### src/hw/flash_seq_pkg.sv
// Shared constants and types for the flash program/erase sequencer
package flash_seq_pkg;

    // ------------------------------------------------------------
    // Register port geometry
    // ------------------------------------------------------------
    localparam int unsigned ADDR_W = 4;
    localparam int unsigned DATA_W = 16;

    // ------------------------------------------------------------
    // Register offsets
    // ------------------------------------------------------------
    localparam logic [3:0] OFS_CONTROL = 4'h0;
    localparam logic [3:0] OFS_EVENT_STATUS = 4'h1;
    localparam logic [3:0] OFS_EVENT_MASK = 4'h2;

    // ------------------------------------------------------------
    // Control register field positions
    // ------------------------------------------------------------
    localparam int unsigned BIT_START = 15;
    localparam int unsigned BIT_OP_ENABLE = 14;
    localparam int unsigned BIT_SEQUENCE_ERROR = 13;
    localparam int unsigned BIT_IDLE_STANDBY = 12;
    localparam int unsigned OPSEL_MSB = 3;
    localparam int unsigned OPSEL_LSB = 0;
    localparam int unsigned OPSEL_W = 4;

    // Operation select codes
    localparam logic [3:0] OPSEL_PAGE_ERASE = 4'h3;
    localparam logic [3:0] OPSEL_DWORD_PROG = 4'h1;

    // ------------------------------------------------------------
    // Event bits and reset values
    // ------------------------------------------------------------
    localparam int unsigned EVT_DONE = 0;
    localparam int unsigned EVT_ERROR = 1;
    localparam int unsigned EVT_W = 2;
    localparam logic [15:0] CONTROL_RST = 16'h0000;
    localparam logic [1:0] EVENT_RST = 2'h0;
    localparam logic [15:0] RDATA_RST = 16'h0000;

    // ------------------------------------------------------------
    // Timing
    // ------------------------------------------------------------
    localparam int unsigned CLK_PERIOD_NS = 8;
    localparam int unsigned ERASE_TIME_NS = 20000;
    localparam int unsigned PROG_TIME_NS = 1000;
    localparam int unsigned TIMER_W = 16;
    // Least times round up to whole cycles
    localparam int unsigned ERASE_CYCLES = (ERASE_TIME_NS + CLK_PERIOD_NS - 1) / CLK_PERIOD_NS;
    localparam int unsigned PROG_CYCLES = (PROG_TIME_NS + CLK_PERIOD_NS - 1) / CLK_PERIOD_NS;

    // Sequencer states
    typedef enum logic [2:0] {
        ST_IDLE = 3'b001,
        ST_ERASE = 3'b010,
        ST_PROG = 3'b100
    } seq_state_t;

endpackage

### src/hw/flash_timer_if.sv
// Link between the sequencer and its operation timer
`timescale 1ns/1ns
`default_nettype none
interface flash_timer_if #(parameter int unsigned W = 16);
    logic load;
    logic [W-1:0] count;
    logic cancel;
    logic expired;

    modport seq (output load, output count, output cancel, input expired);
    modport timer (input load, input count, input cancel, output expired);
endinterface
`default_nettype wire

### src/hw/flash_op_timer.sv
// Self-timed operation counter for program and erase
`timescale 1ns/1ns
`default_nettype none
module flash_op_timer #(
    parameter int unsigned W = 16
) (
    input wire logic clk_sys,
    input wire logic rst_b,
    flash_timer_if.timer tmr
);
    logic [W-1:0] remain_ff;
    logic run_ff;
    logic expired_ff;

    // Expiry pulses exactly count cycles after the load edge
    wire last_tick = run_ff && (remain_ff == W'(1));

    // Down counter, cancel stops it without an expiry pulse
    always_ff @(posedge clk_sys or negedge rst_b) begin
        if (!rst_b) begin
            remain_ff <= '0;
            run_ff <= 1'b0;
            expired_ff <= 1'b0;
        end else begin
            expired_ff <= 1'b0;
            if (tmr.load) begin
                remain_ff <= tmr.count;
                run_ff <= 1'b1;
            end else if (tmr.cancel) begin
                run_ff <= 1'b0;
            end else if (run_ff) begin
                remain_ff <= remain_ff - W'(1);
                run_ff <= !last_tick;
                expired_ff <= last_tick;
            end
        end
    end

    assign tmr.expired = expired_ff;
endmodule
`default_nettype wire

### src/hw/flash_operation_control.sv
// Flash program/erase sequencer with control, event and mask registers
`timescale 1ns/1ns
`default_nettype none
// Functional notes
// - Setting the start bit launches the chosen operation, which runs self-timed and hardware clears the bit at the end; software cannot clear it.
// - The enable bit gates all flash activity; with it at zero a start request drives no flash strobe but sets the sequence error flag.
// - An improper start attempt or an improper end of an operation sets the sequence error flag.
// - An operation that ends normally leaves the sequence error flag as it was; a launch, or a control write with that bit at zero, clears it.
// - The four-bit operation select field decides which operation a start request performs.
// - Code 0011 erases one memory page.
// - Code 0001 programs a double word.
module flash_operation_control #(
    parameter int unsigned ERASE_CYCLES_P = flash_seq_pkg::ERASE_CYCLES,
    parameter int unsigned PROG_CYCLES_P = flash_seq_pkg::PROG_CYCLES
) (
    input wire logic clk_sys,
    input wire logic rst_b,
    input wire logic [flash_seq_pkg::ADDR_W-1:0] reg_addr,
    input wire logic [flash_seq_pkg::DATA_W-1:0] reg_wdata,
    input wire logic reg_wr,
    input wire logic reg_rd,
    output logic [flash_seq_pkg::DATA_W-1:0] reg_rdata,
    output logic irq,
    output logic flash_page_erase,
    output logic flash_dword_prog,
    output logic idle_regulator_standby
);
    import flash_seq_pkg::*;

    // ------------------------------------------------------------
    // State and registers
    // ------------------------------------------------------------
    seq_state_t state_ff, nxt_state;
    logic start_ff, nxt_start;
    logic op_enable_ff;
    logic sequence_error_ff, nxt_sequence_error;
    logic standby_ff;
    logic [OPSEL_W-1:0] operation_select_ff;
    logic [EVT_W-1:0] status_ff, nxt_status;
    logic [EVT_W-1:0] mask_ff, nxt_mask;
    logic [DATA_W-1:0] rdata_ff;
    logic irq_ff;
    logic erase_out_ff;
    logic prog_out_ff;

    flash_timer_if #(.W(TIMER_W)) tmr_if ();

    // ------------------------------------------------------------
    // Access decode
    // ------------------------------------------------------------
    wire wr_ctrl = reg_wr && (reg_addr == OFS_CONTROL);
    wire wr_status = reg_wr && (reg_addr == OFS_EVENT_STATUS);
    wire wr_mask = reg_wr && (reg_addr == OFS_EVENT_MASK);
    wire busy = (state_ff != ST_IDLE);
    wire [OPSEL_W-1:0] req_opsel = reg_wdata[OPSEL_MSB:OPSEL_LSB];
    wire req_enable = reg_wdata[BIT_OP_ENABLE];

    // Start request decode: enable gate and operation code
    wire start_req = wr_ctrl && reg_wdata[BIT_START];
    wire code_erase = (req_opsel == OPSEL_PAGE_ERASE);
    wire code_prog = (req_opsel == OPSEL_DWORD_PROG);
    wire launch_erase = start_req && !busy && req_enable && code_erase;
    wire launch_prog = start_req && !busy && req_enable && code_prog;
    wire launch = launch_erase || launch_prog;
    // Start while busy, while disabled or with a reserved code is refused
    wire bad_start = start_req && !launch;
    // Dropping the enable in mid-operation terminates it improperly
    wire abort = busy && wr_ctrl && !req_enable;
    wire done = busy && tmr_if.expired && !abort;
    wire err_event = bad_start || abort;

    // ------------------------------------------------------------
    // Sequencer next state
    // ------------------------------------------------------------
    always_comb begin
        nxt_state = state_ff;
        case (state_ff)
            ST_IDLE: begin
                if (launch_erase) begin
                    nxt_state = ST_ERASE;
                end else if (launch_prog) begin
                    nxt_state = ST_PROG;
                end
            end
            ST_ERASE, ST_PROG: begin
                if (done || abort) begin
                    nxt_state = ST_IDLE;
                end
            end
            default: begin
                nxt_state = ST_IDLE;
            end
        endcase
    end

    // Start bit: set only by a launch, cleared only by hardware
    assign nxt_start = launch ? 1'b1 : ((done || abort) ? 1'b0 : start_ff);

    // Error flag: hardware set wins, a clean launch clears it
    always_comb begin
        nxt_sequence_error = sequence_error_ff;
        if (err_event) begin
            nxt_sequence_error = 1'b1;
        end else if (launch) begin
            nxt_sequence_error = 1'b0;
        end else if (wr_ctrl) begin
            nxt_sequence_error = reg_wdata[BIT_SEQUENCE_ERROR];
        end
    end

    // Events set sticky bits; a written one clears, set wins
    assign nxt_status = (status_ff & ~(wr_status ? reg_wdata[EVT_W-1:0] : EVENT_RST))
        | {err_event, done};
    assign nxt_mask = wr_mask ? reg_wdata[EVT_W-1:0] : mask_ff;

    // ------------------------------------------------------------
    // Timer link
    // ------------------------------------------------------------
    assign tmr_if.load = launch;
    assign tmr_if.count = launch_erase ? TIMER_W'(ERASE_CYCLES_P) : TIMER_W'(PROG_CYCLES_P);
    assign tmr_if.cancel = abort;

    flash_op_timer #(.W(TIMER_W)) u_timer (
        .clk_sys(clk_sys),
        .rst_b(rst_b),
        .tmr(tmr_if)
    );

    // ------------------------------------------------------------
    // Read mux
    // ------------------------------------------------------------
    wire [DATA_W-1:0] ctrl_view = {start_ff, op_enable_ff, sequence_error_ff, standby_ff,
        8'h00, operation_select_ff};
    wire [DATA_W-1:0] rd_mux =
        (reg_addr == OFS_CONTROL) ? ctrl_view :
        (reg_addr == OFS_EVENT_STATUS) ? {14'h0000, status_ff} :
        (reg_addr == OFS_EVENT_MASK) ? {14'h0000, mask_ff} : RDATA_RST;

    // ------------------------------------------------------------
    // Registers
    // ------------------------------------------------------------
    always_ff @(posedge clk_sys or negedge rst_b) begin
        if (!rst_b) begin
            state_ff <= ST_IDLE;
            start_ff <= CONTROL_RST[BIT_START];
            sequence_error_ff <= CONTROL_RST[BIT_SEQUENCE_ERROR];
            status_ff <= EVENT_RST;
            mask_ff <= EVENT_RST;
        end else begin
            state_ff <= nxt_state;
            start_ff <= nxt_start;
            sequence_error_ff <= nxt_sequence_error;
            status_ff <= nxt_status;
            mask_ff <= nxt_mask;
        end
    end

    // Control fields; the operation code is frozen while busy
    always_ff @(posedge clk_sys or negedge rst_b) begin
        if (!rst_b) begin
            op_enable_ff <= CONTROL_RST[BIT_OP_ENABLE];
            standby_ff <= CONTROL_RST[BIT_IDLE_STANDBY];
            operation_select_ff <= CONTROL_RST[OPSEL_MSB:OPSEL_LSB];
        end else if (wr_ctrl) begin
            op_enable_ff <= req_enable;
            standby_ff <= reg_wdata[BIT_IDLE_STANDBY];
            if (!busy) begin
                operation_select_ff <= req_opsel;
            end
        end
    end

    // Registered outputs
    always_ff @(posedge clk_sys or negedge rst_b) begin
        if (!rst_b) begin
            rdata_ff <= RDATA_RST;
            irq_ff <= 1'b0;
            erase_out_ff <= 1'b0;
            prog_out_ff <= 1'b0;
        end else begin
            rdata_ff <= reg_rd ? rd_mux : RDATA_RST;
            irq_ff <= |(nxt_status & nxt_mask);
            erase_out_ff <= (nxt_state == ST_ERASE);
            prog_out_ff <= (nxt_state == ST_PROG);
        end
    end

    assign reg_rdata = rdata_ff;
    assign irq = irq_ff;
    assign flash_page_erase = erase_out_ff;
    assign flash_dword_prog = prog_out_ff;
    assign idle_regulator_standby = standby_ff;

    // ------------------------------------------------------------
    // Assertion helpers
    // ------------------------------------------------------------
    logic [TIMER_W-1:0] busy_len_ff, nxt_busy_len;

    // Cycles since the launch edge, held once the sequencer is idle
    assign nxt_busy_len = launch ? '0 : (busy_len_ff + TIMER_W'(busy));

    // Helper counter, only the checks below read it
    always_ff @(posedge clk_sys or negedge rst_b) begin
        if (!rst_b) begin
            busy_len_ff <= '0;
        end else begin
            busy_len_ff <= nxt_busy_len;
        end
    end
endmodule
`default_nettype wire

### config.mk
export PLATFORM = sky130hd
export DESIGN_NAME = flash_operation_control
export DESIGN_NICKNAME = d
export VERILOG_FILES = /design/src/hw/flash_seq_pkg.sv /design/src/hw/flash_timer_if.sv /design/src/hw/flash_op_timer.sv /design/src/hw/flash_operation_control.sv
export SDC_FILE = /design/constraint.sdc
export NUM_CORES = 1
export LEC_CHECK = 0
export BUFFER_PORTS_ARGS = -buffer_cell sky130_fd_sc_hd__buf_2
export CORE_ASPECT_RATIO = 0.9
export CORE_MARGIN = 2
export CORE_UTILIZATION = 30
export CTS_CLUSTER_DIAMETER = 30
export DETAILED_ROUTE_END_ITERATION = 8
export GPL_TIMING_DRIVEN = 0
export PLACE_DENSITY = 0.45
export SYNTH_ARGS = -nofsm -noshare
export SYNTH_HDL_FRONTEND = slang
export SYNTH_SLANG_ARGS = --single-unit
### constraint.sdc
create_clock -name clk_sys -period 2.1 [get_ports clk_sys]
set_input_delay 0.21 -clock clk_sys [delete_from_list [all_inputs] [get_ports clk_sys]]
set_output_delay 0.21 -clock clk_sys [all_outputs]
set_load 0.02 [all_outputs]
After elaboration in Yosys (flattened, before gate mapping)
Cells that the tools add are included.

Bits in registers: 52. Input port bits: 24. Output and inout port bits: 20. Word-level logic and storage cells: 88.

Add/subtract/negate cells: 1. Eq/ne operators: 12. Muxes and demuxes: 25. Bitwise operators: 5. Reductions and logical operators: 30.

Operators with widths (count): 16-bit two-way mux (5); 16-bit by 1-bit equality test with 1-bit output (second input constant) (1); 16-bit by 1-bit subtractor with 16-bit output (second input constant) (1); 1-bit logical AND (14); 12-bit two-way mux (1); 1-bit two-way mux (11); 3-bit two-way mux (3); 4-bit by 1-bit equality test with 1-bit output (second input constant) (2); 4-bit by 2-bit equality test with 1-bit output (second input constant) (2); 2-bit two-way mux (4); 3-bit by 2-bit equality test with 1-bit output (second input constant) (2); 3-bit equality test (second input constant) (2); 3-bit case mux with 2 select lines (1); 1-bit zero test (5); 2-bit bitwise AND (2); 4-bit zero test (1); 2-bit AND reduction (2); 2-bit nonzero test (2); 2-bit OR reduction (2); 3-bit by 1-bit equality test with 1-bit output (second input constant) (1); 1-bit logical OR (3); 3-bit by 1-bit inequality test with 1-bit output (second input constant) (1); 3-bit nonzero test (1); 2-bit inequality test (second input constant) (1); other kinds (3) (3).

Depth between registers and ports, before layout
Depth after elaboration: 13. Mapped depth: 7.

Cells and area by module
Synthesis repeated with hierarchy kept, for this count alone.

Cells, all modules: 215. Area total of the unflattened synthesis: 2279.7 um2.

Modules (own cells, without submodules): flash_operation_control (times used 1, cells each 103, area an instance 1239.9 um2, seq. area each 651.9 um2); flash_op_timer (times used 1, cells each 112, area an instance 1039.7 um2, seq. area each 450.4 um2).

Least setup slack after synthesis
Ideal clock, no wire load.

Kind: reg2reg. Start: register state_ff[0]. End: register u_timer.remain_ff[13]. Arrival: 1.734 ns. Slack: 0.289 ns. Stages on the path, launching flop included: 5. Buffers on the path: 0. Period minus slack after synthesis: 1.811 ns. Path through: dfstp_2 > nor3b_4 > o31ai_4 > or4_1 > a21oi_1.

Cells in the longest elaborated chain, start to end: 8. Elaborated cells on any way between the ends: 13. Those cells by class: 2 x eq/ne; 1 x mux; 10 x reduce/logical.

RTL lines: start, declared (RTL line flash_operation_control.sv:33) `seq_state_t state_ff, nxt_state;`; start signal, assigned (RTL line flash_operation_control.sv:150) `state_ff <= nxt_state;`; 3-bit by 1-bit inequality test with 1-bit output (*) (RTL line flash_operation_control.sv:54) `wire busy = (state_ff != ST_IDLE);`; 1-bit zero test; 1-bit logical AND (2 in series) (RTL line flash_operation_control.sv:62, flash_operation_control.sv:63); 1-bit logical AND, on equally long branches (RTL line flash_operation_control.sv:62, flash_operation_control.sv:63); 1-bit logical OR (RTL line flash_operation_control.sv:64) `wire launch = launch_erase || launch_prog;`; 2-bit inequality test (no line) / 2-bit nonzero test (equally long branches); 2-bit AND reduction (no line); end signal, assigned (RTL line flash_op_timer.sv:27) `remain_ff <= tmr.count;`; end signal, assigned (RTL line flash_op_timer.sv:32) `remain_ff <= remain_ff - W'(1);`; end, declared (RTL line flash_op_timer.sv:11) `logic [W-1:0] remain_ff;`.

Every way passes the cells marked *; elsewhere a longest branch is shown, timed or not. A chain may end at the register's enable or synchronous reset.

Worst setup path after layout
Start: register u_timer.remain_ff[12]. End: register u_timer.remain_ff[15].

Cells in the longest elaborated chain, start to end: 4.

RTL lines: 16-bit by 1-bit subtractor with 16-bit output (RTL line flash_op_timer.sv:32); 16-bit two-way mux (RTL line flash_op_timer.sv:31) `end else if (run_ff) begin`; 16-bit two-way mux (RTL line flash_op_timer.sv:29) `end else if (tmr.cancel) begin`; 16-bit two-way mux (RTL line flash_op_timer.sv:26) `if (tmr.load) begin`.

No other way between the ends. The select of a mux whose other input is x is not followed.

==> results <==
- At the later pin of the worst-skew pair, clock insertion delay measures 0.30 ns.
- Setup total negative slack on the finished layout was measured at 0 ns.
- The number of antenna violations at the first check in global routing is 0.
- Counting the fill cells in the layout gives 745.
- The share of total power dissipated in sequential elements is 0.503.
- The layer with the highest usage after global routing is met2.
- Power comes to between 0.002 and 0.0025 W.
- The row count is 29.
- No sink is reached through more buffers than the 2 on the longest clock path.
- The leftover overflow at the end of global routing is 0.
- The static leakage is around 1.2 nW.
- Summed over all nets, the switching power comes to slightly above 0.0008 W.
- The final hold violation count came to 0.
- TritonCTS built the clock tree.
- The share of total power in the clock network is 0.222.
- The CTS buffer count is 5.
- The H-tree depth is 2.
- The number of buffers inserted by port buffering is 26.
- Of all flip-flops after synthesis, the portion carrying an async set or reset was 1.000.
- STA classifies the critical path endpoint as a register.
- The floorplan step set the die height to between 80 and 90 microns.
- 44 I/O pins were placed.
- The critical path class is reg2reg.
- In the post-route analysis, the smallest setup slack over all paths is 0.1407 ns.
- The routed design has slightly below 5000 microns of wire.
- On the final layout, the worst clock skew is between 0.006 and 0.007 ns.
- After clock tree synthesis, the clock-pin slew on the worst setup and hold paths is about 0.080 ns.
- The final setup violation count is 0.
- Of all nets on the critical path, the largest fanout is 4.
- The part of the Yosys area used for sequential elements is 0.4972.
- For met3 alone, demand over resource in global routing was 0.02109.
- The largest area contributor in the synthesized netlist is sky130_fd_sc_hd__dfrtp_1.
- The cell count after synthesis came out at 206.
- The sequential standard cell area is around 0.0011 sq mm.
- For the worst setup path, the data arrival time is around 2.2 ns.
- Of the total power, the share spent switching nets is 0.3465.
- The worst setup path is launched from a register.
- Setup repair after global routing left no endpoint under its margin.
- For this run, global-route usage on met1 was measured as 0.1863.
- The via count of the first global-routing pass is roughly 1,600.
- The final-report max-slew violation count came to 0.
- The final route contains between 1,500 and 2,000 vias.
- The combinational cell fraction of total power is 0.275.
- The worst setup slack after placement is -0.07478 ns.
- After detailed routing, the number of vias per cell comes to approximately 4.8.
- The required time of the critical path is 2.32 ns.
- Of the cells placed in the final design, the portion with a size suffix greater than 1 is 0.2908.
- The residual antenna-violating net count after detailed routing is 0.
- During synthesis, Yosys emitted a total of 0 warnings.
- The die extent in x is roughly 95 microns.
- The commonest cells after synthesis are sky130_fd_sc_hd__dfrtp_1, sky130_fd_sc_hd__a21oi_1, sky130_fd_sc_hd__nor2_1.
- The HPWL after detailed placement is about 3500 microns.
- The maximum clock frequency is ~510 MHz.
- The most common cell in the synthesized netlist is sky130_fd_sc_hd__dfrtp_1.
- For this run, global-route usage on met2 was measured as 0.2025.
- The max-slew headroom at the worst pin is 0.3201.
- In the final routed layout, each cell accounts on average for roughly 14 microns.
- After detailed routing, the number of remaining DRC violations is 0.
- IR analysis of the VDD net gives a maximum drop of ~0.24 mV.
- The number of max-cap violations is 0.
- The post-synth design cell area is around 0.0022 sq mm.
- The tightest min-delay check is of the in2async type.
- By area the synthesized netlist is led by sky130_fd_sc_hd__dfrtp_1, sky130_fd_sc_hd__mux2_2, sky130_fd_sc_hd__buf_4.
- The run finished with clean final reports.
- After synthesis the netlist holds a flip-flop and latch count of 44.
- The power per cell area is between 900 and 1000 mW/mm^2.
- The first detailed-routing pass ran for 4 iterations.
- The number of different library cells used by synthesis comes to a little over 50.
- The post-route clock period utilization is 0.9330.
- After the last flow step, the layout net total stands at 276.
- The core region is approximately 0.0071 sq mm.
- The internal power of the cells totals approximately 0.0016 W.
- The number of DRC markers after the initial detailed-route iteration is between 80 and 90.
- Of the post-synthesis cell area, the dominant cell type holds 0.4853.
- The relative area change from synthesis to final layout is 18.57%.
- For this run, the total global-route usage over all layers was measured as 0.1322.
- The number of antenna diodes in the final layout is 0.
- The dominant register cell in the synthesized netlist is sky130_fd_sc_hd__dfrtp_1.
- The die covers 0.008095 sq mm.
- The shortest period the worst path allows is about 2 ns.
- In this run the mean area of a mapped cell was around 11 sq um.
- Counting tap cells, the placed design contains a total of ~330 instances.
- The CTS sink count is 44.
- The initial cell density of the core is 0.3118.
- Entering global routing, the biggest net connects 45 pins.
- The area used by multi-input combinational logic is around 0.001 sq mm.
- The non-filler instance count after layout is approximately 340.
- The number of buffers inserted by hold repair at cts is 0.
- The number of enable flip-flop cells after synthesis is 0.
- The weighted congestion at the end of routability-driven global placement is around 0.76.
- The reg2reg setup slack is roughly 0.14 ns.
- For the pin with the worst max-slew slack, the measured transition is slightly above 1 ns.
- The root buffer cell is sky130_fd_sc_hd__clkbuf_8.
- The global-route wire length before repair is around 8300 microns.
## cell type report
type,count,share of cell area
multi-input cells,144,0.3832
plain buffers,17,0.04284
clock buffers,5,0.02618
well taps,93,0.04426
repair buffers,30,0.06568
flip-flops and latches,44,0.4193
clock inverters,3,0.007139
inverters,8,0.01142
## layer usage
| layer | routed length, microns | vias to the layer above |
|---|---|---|
| li1 | - | 828 |
| met1 | 2450 | 794 |
| met2 | 2273 | 39 |
| met3 | 172 | 7 |
| met4 | 73 | 0 |
| met5 | 0 | - |
## metrics by stage
step                instance area, sq um  utilization  hold WS [ns]
finish                              2629       0.3696       0.08565
global route                        2629       0.3696        0.1384
CTS                                 2603       0.3659        0.1228
detailed placement                  2490       0.3501        0.4525
global placement                    2490       0.3501        0.4462
floorplan                           2243            -      -0.08559
## cell usage in the layout (no fill, tap or decap), drive strengths merged, types with 2 or more instances in the layout
master and instances:
clkbuf 10, nor4 3, mux2i 2, or3 8, a31oi 5, conb 8
nor2 11, inv 8, buf 42, nand2 9, nor4b 3, mux2 8
or4 8, o21a 3, o21ai 11, xor2 2, nand3 3, a21oi 11
o31ai 8, and2 8, a32o 2, nor2b 3, clkinv 3, nor3 3
or2 4, ha 2, a31o 4, dfrtp 43
## logic make-up after synthesis
kind of cell / Yosys count / share of synthesized area
adders and majority gates: 2 / 0.01128
DFF: 44 / 0.4972
muxes: 10 / 0.04966
xor gates and xnor gates: 3 / 0.01185
and+or+nand+nor: 71 / 0.1964
AOI/OAI and AO/OA: 50 / 0.1676
other: 1 / 0.001691
buffers and inverters: 25 / 0.06433
## state kept, by name, summed over array words and instances, names as in the netlist
register                flops
u_timer.run_ff              1
start_ff                    1
mask_ff                     2
operation_select_ff         4
u_timer.remain_ff          16
status_ff                   2
irq                         1
idle_regulator_standby      1
u_timer.tmr.expired         1
flash_dword_prog            1
op_enable_ff                1
state_ff                    3
reg_rdata                   8
sequence_error_ff           1
flash_page_erase            1
## final timing paths
| kind | start | end | depth (start not counted) |
|---|---|---|---|
| min in group clk_sys | reg_wdata[12] | idle_regulator_standby | 2 |
| hold / removal | rst_b | u_timer.remain_ff[12] | 1 |
| setup / recovery | u_timer.remain_ff[12] | u_timer.remain_ff[15] | 4 |
| max in group asynchronous | rst_b | state_ff[2] | 1 |
| setup reg to reg | u_timer.remain_ff[12] | u_timer.remain_ff[15] | 4 |
| hold reg to reg | operation_select_ff[3] | reg_rdata[3] | 1 |
## what timing repair did
action                     CTS  global route
setup endpoints to repair    8            12
setup buffers                3             1
pin swaps                    1             1
resized for setup            1             1
## worst max-delay path, stage by stage, from the launching register on
cell and delay, ns:
sky130_fd_sc_hd__dfrtp_1 0.41, sky130_fd_sc_hd__or4_1 0.55, sky130_fd_sc_hd__or2_1 0.28, sky130_fd_sc_hd__or4_1 0.47, sky130_fd_sc_hd__a21oi_1 0.17
## power by group through the flow
| stage | registers [W] | logic (W) | clock network, W |
|---|---|---|---|
| finish | 0.00120 | 0.000656 | 0.000530 |
| global route | 0.00124 | 0.000747 | 0.000589 |
| CTS | 0.00120 | 0.000663 | 0.000569 |
| detailed placement | 0.00121 | 0.000658 | 0 |
| global placement | 0.00122 | 0.000648 | 0 |
| floorplan | 0.00119 | 0.000496 | 0 |
Note: power is estimated with default switching activity, not from simulation.
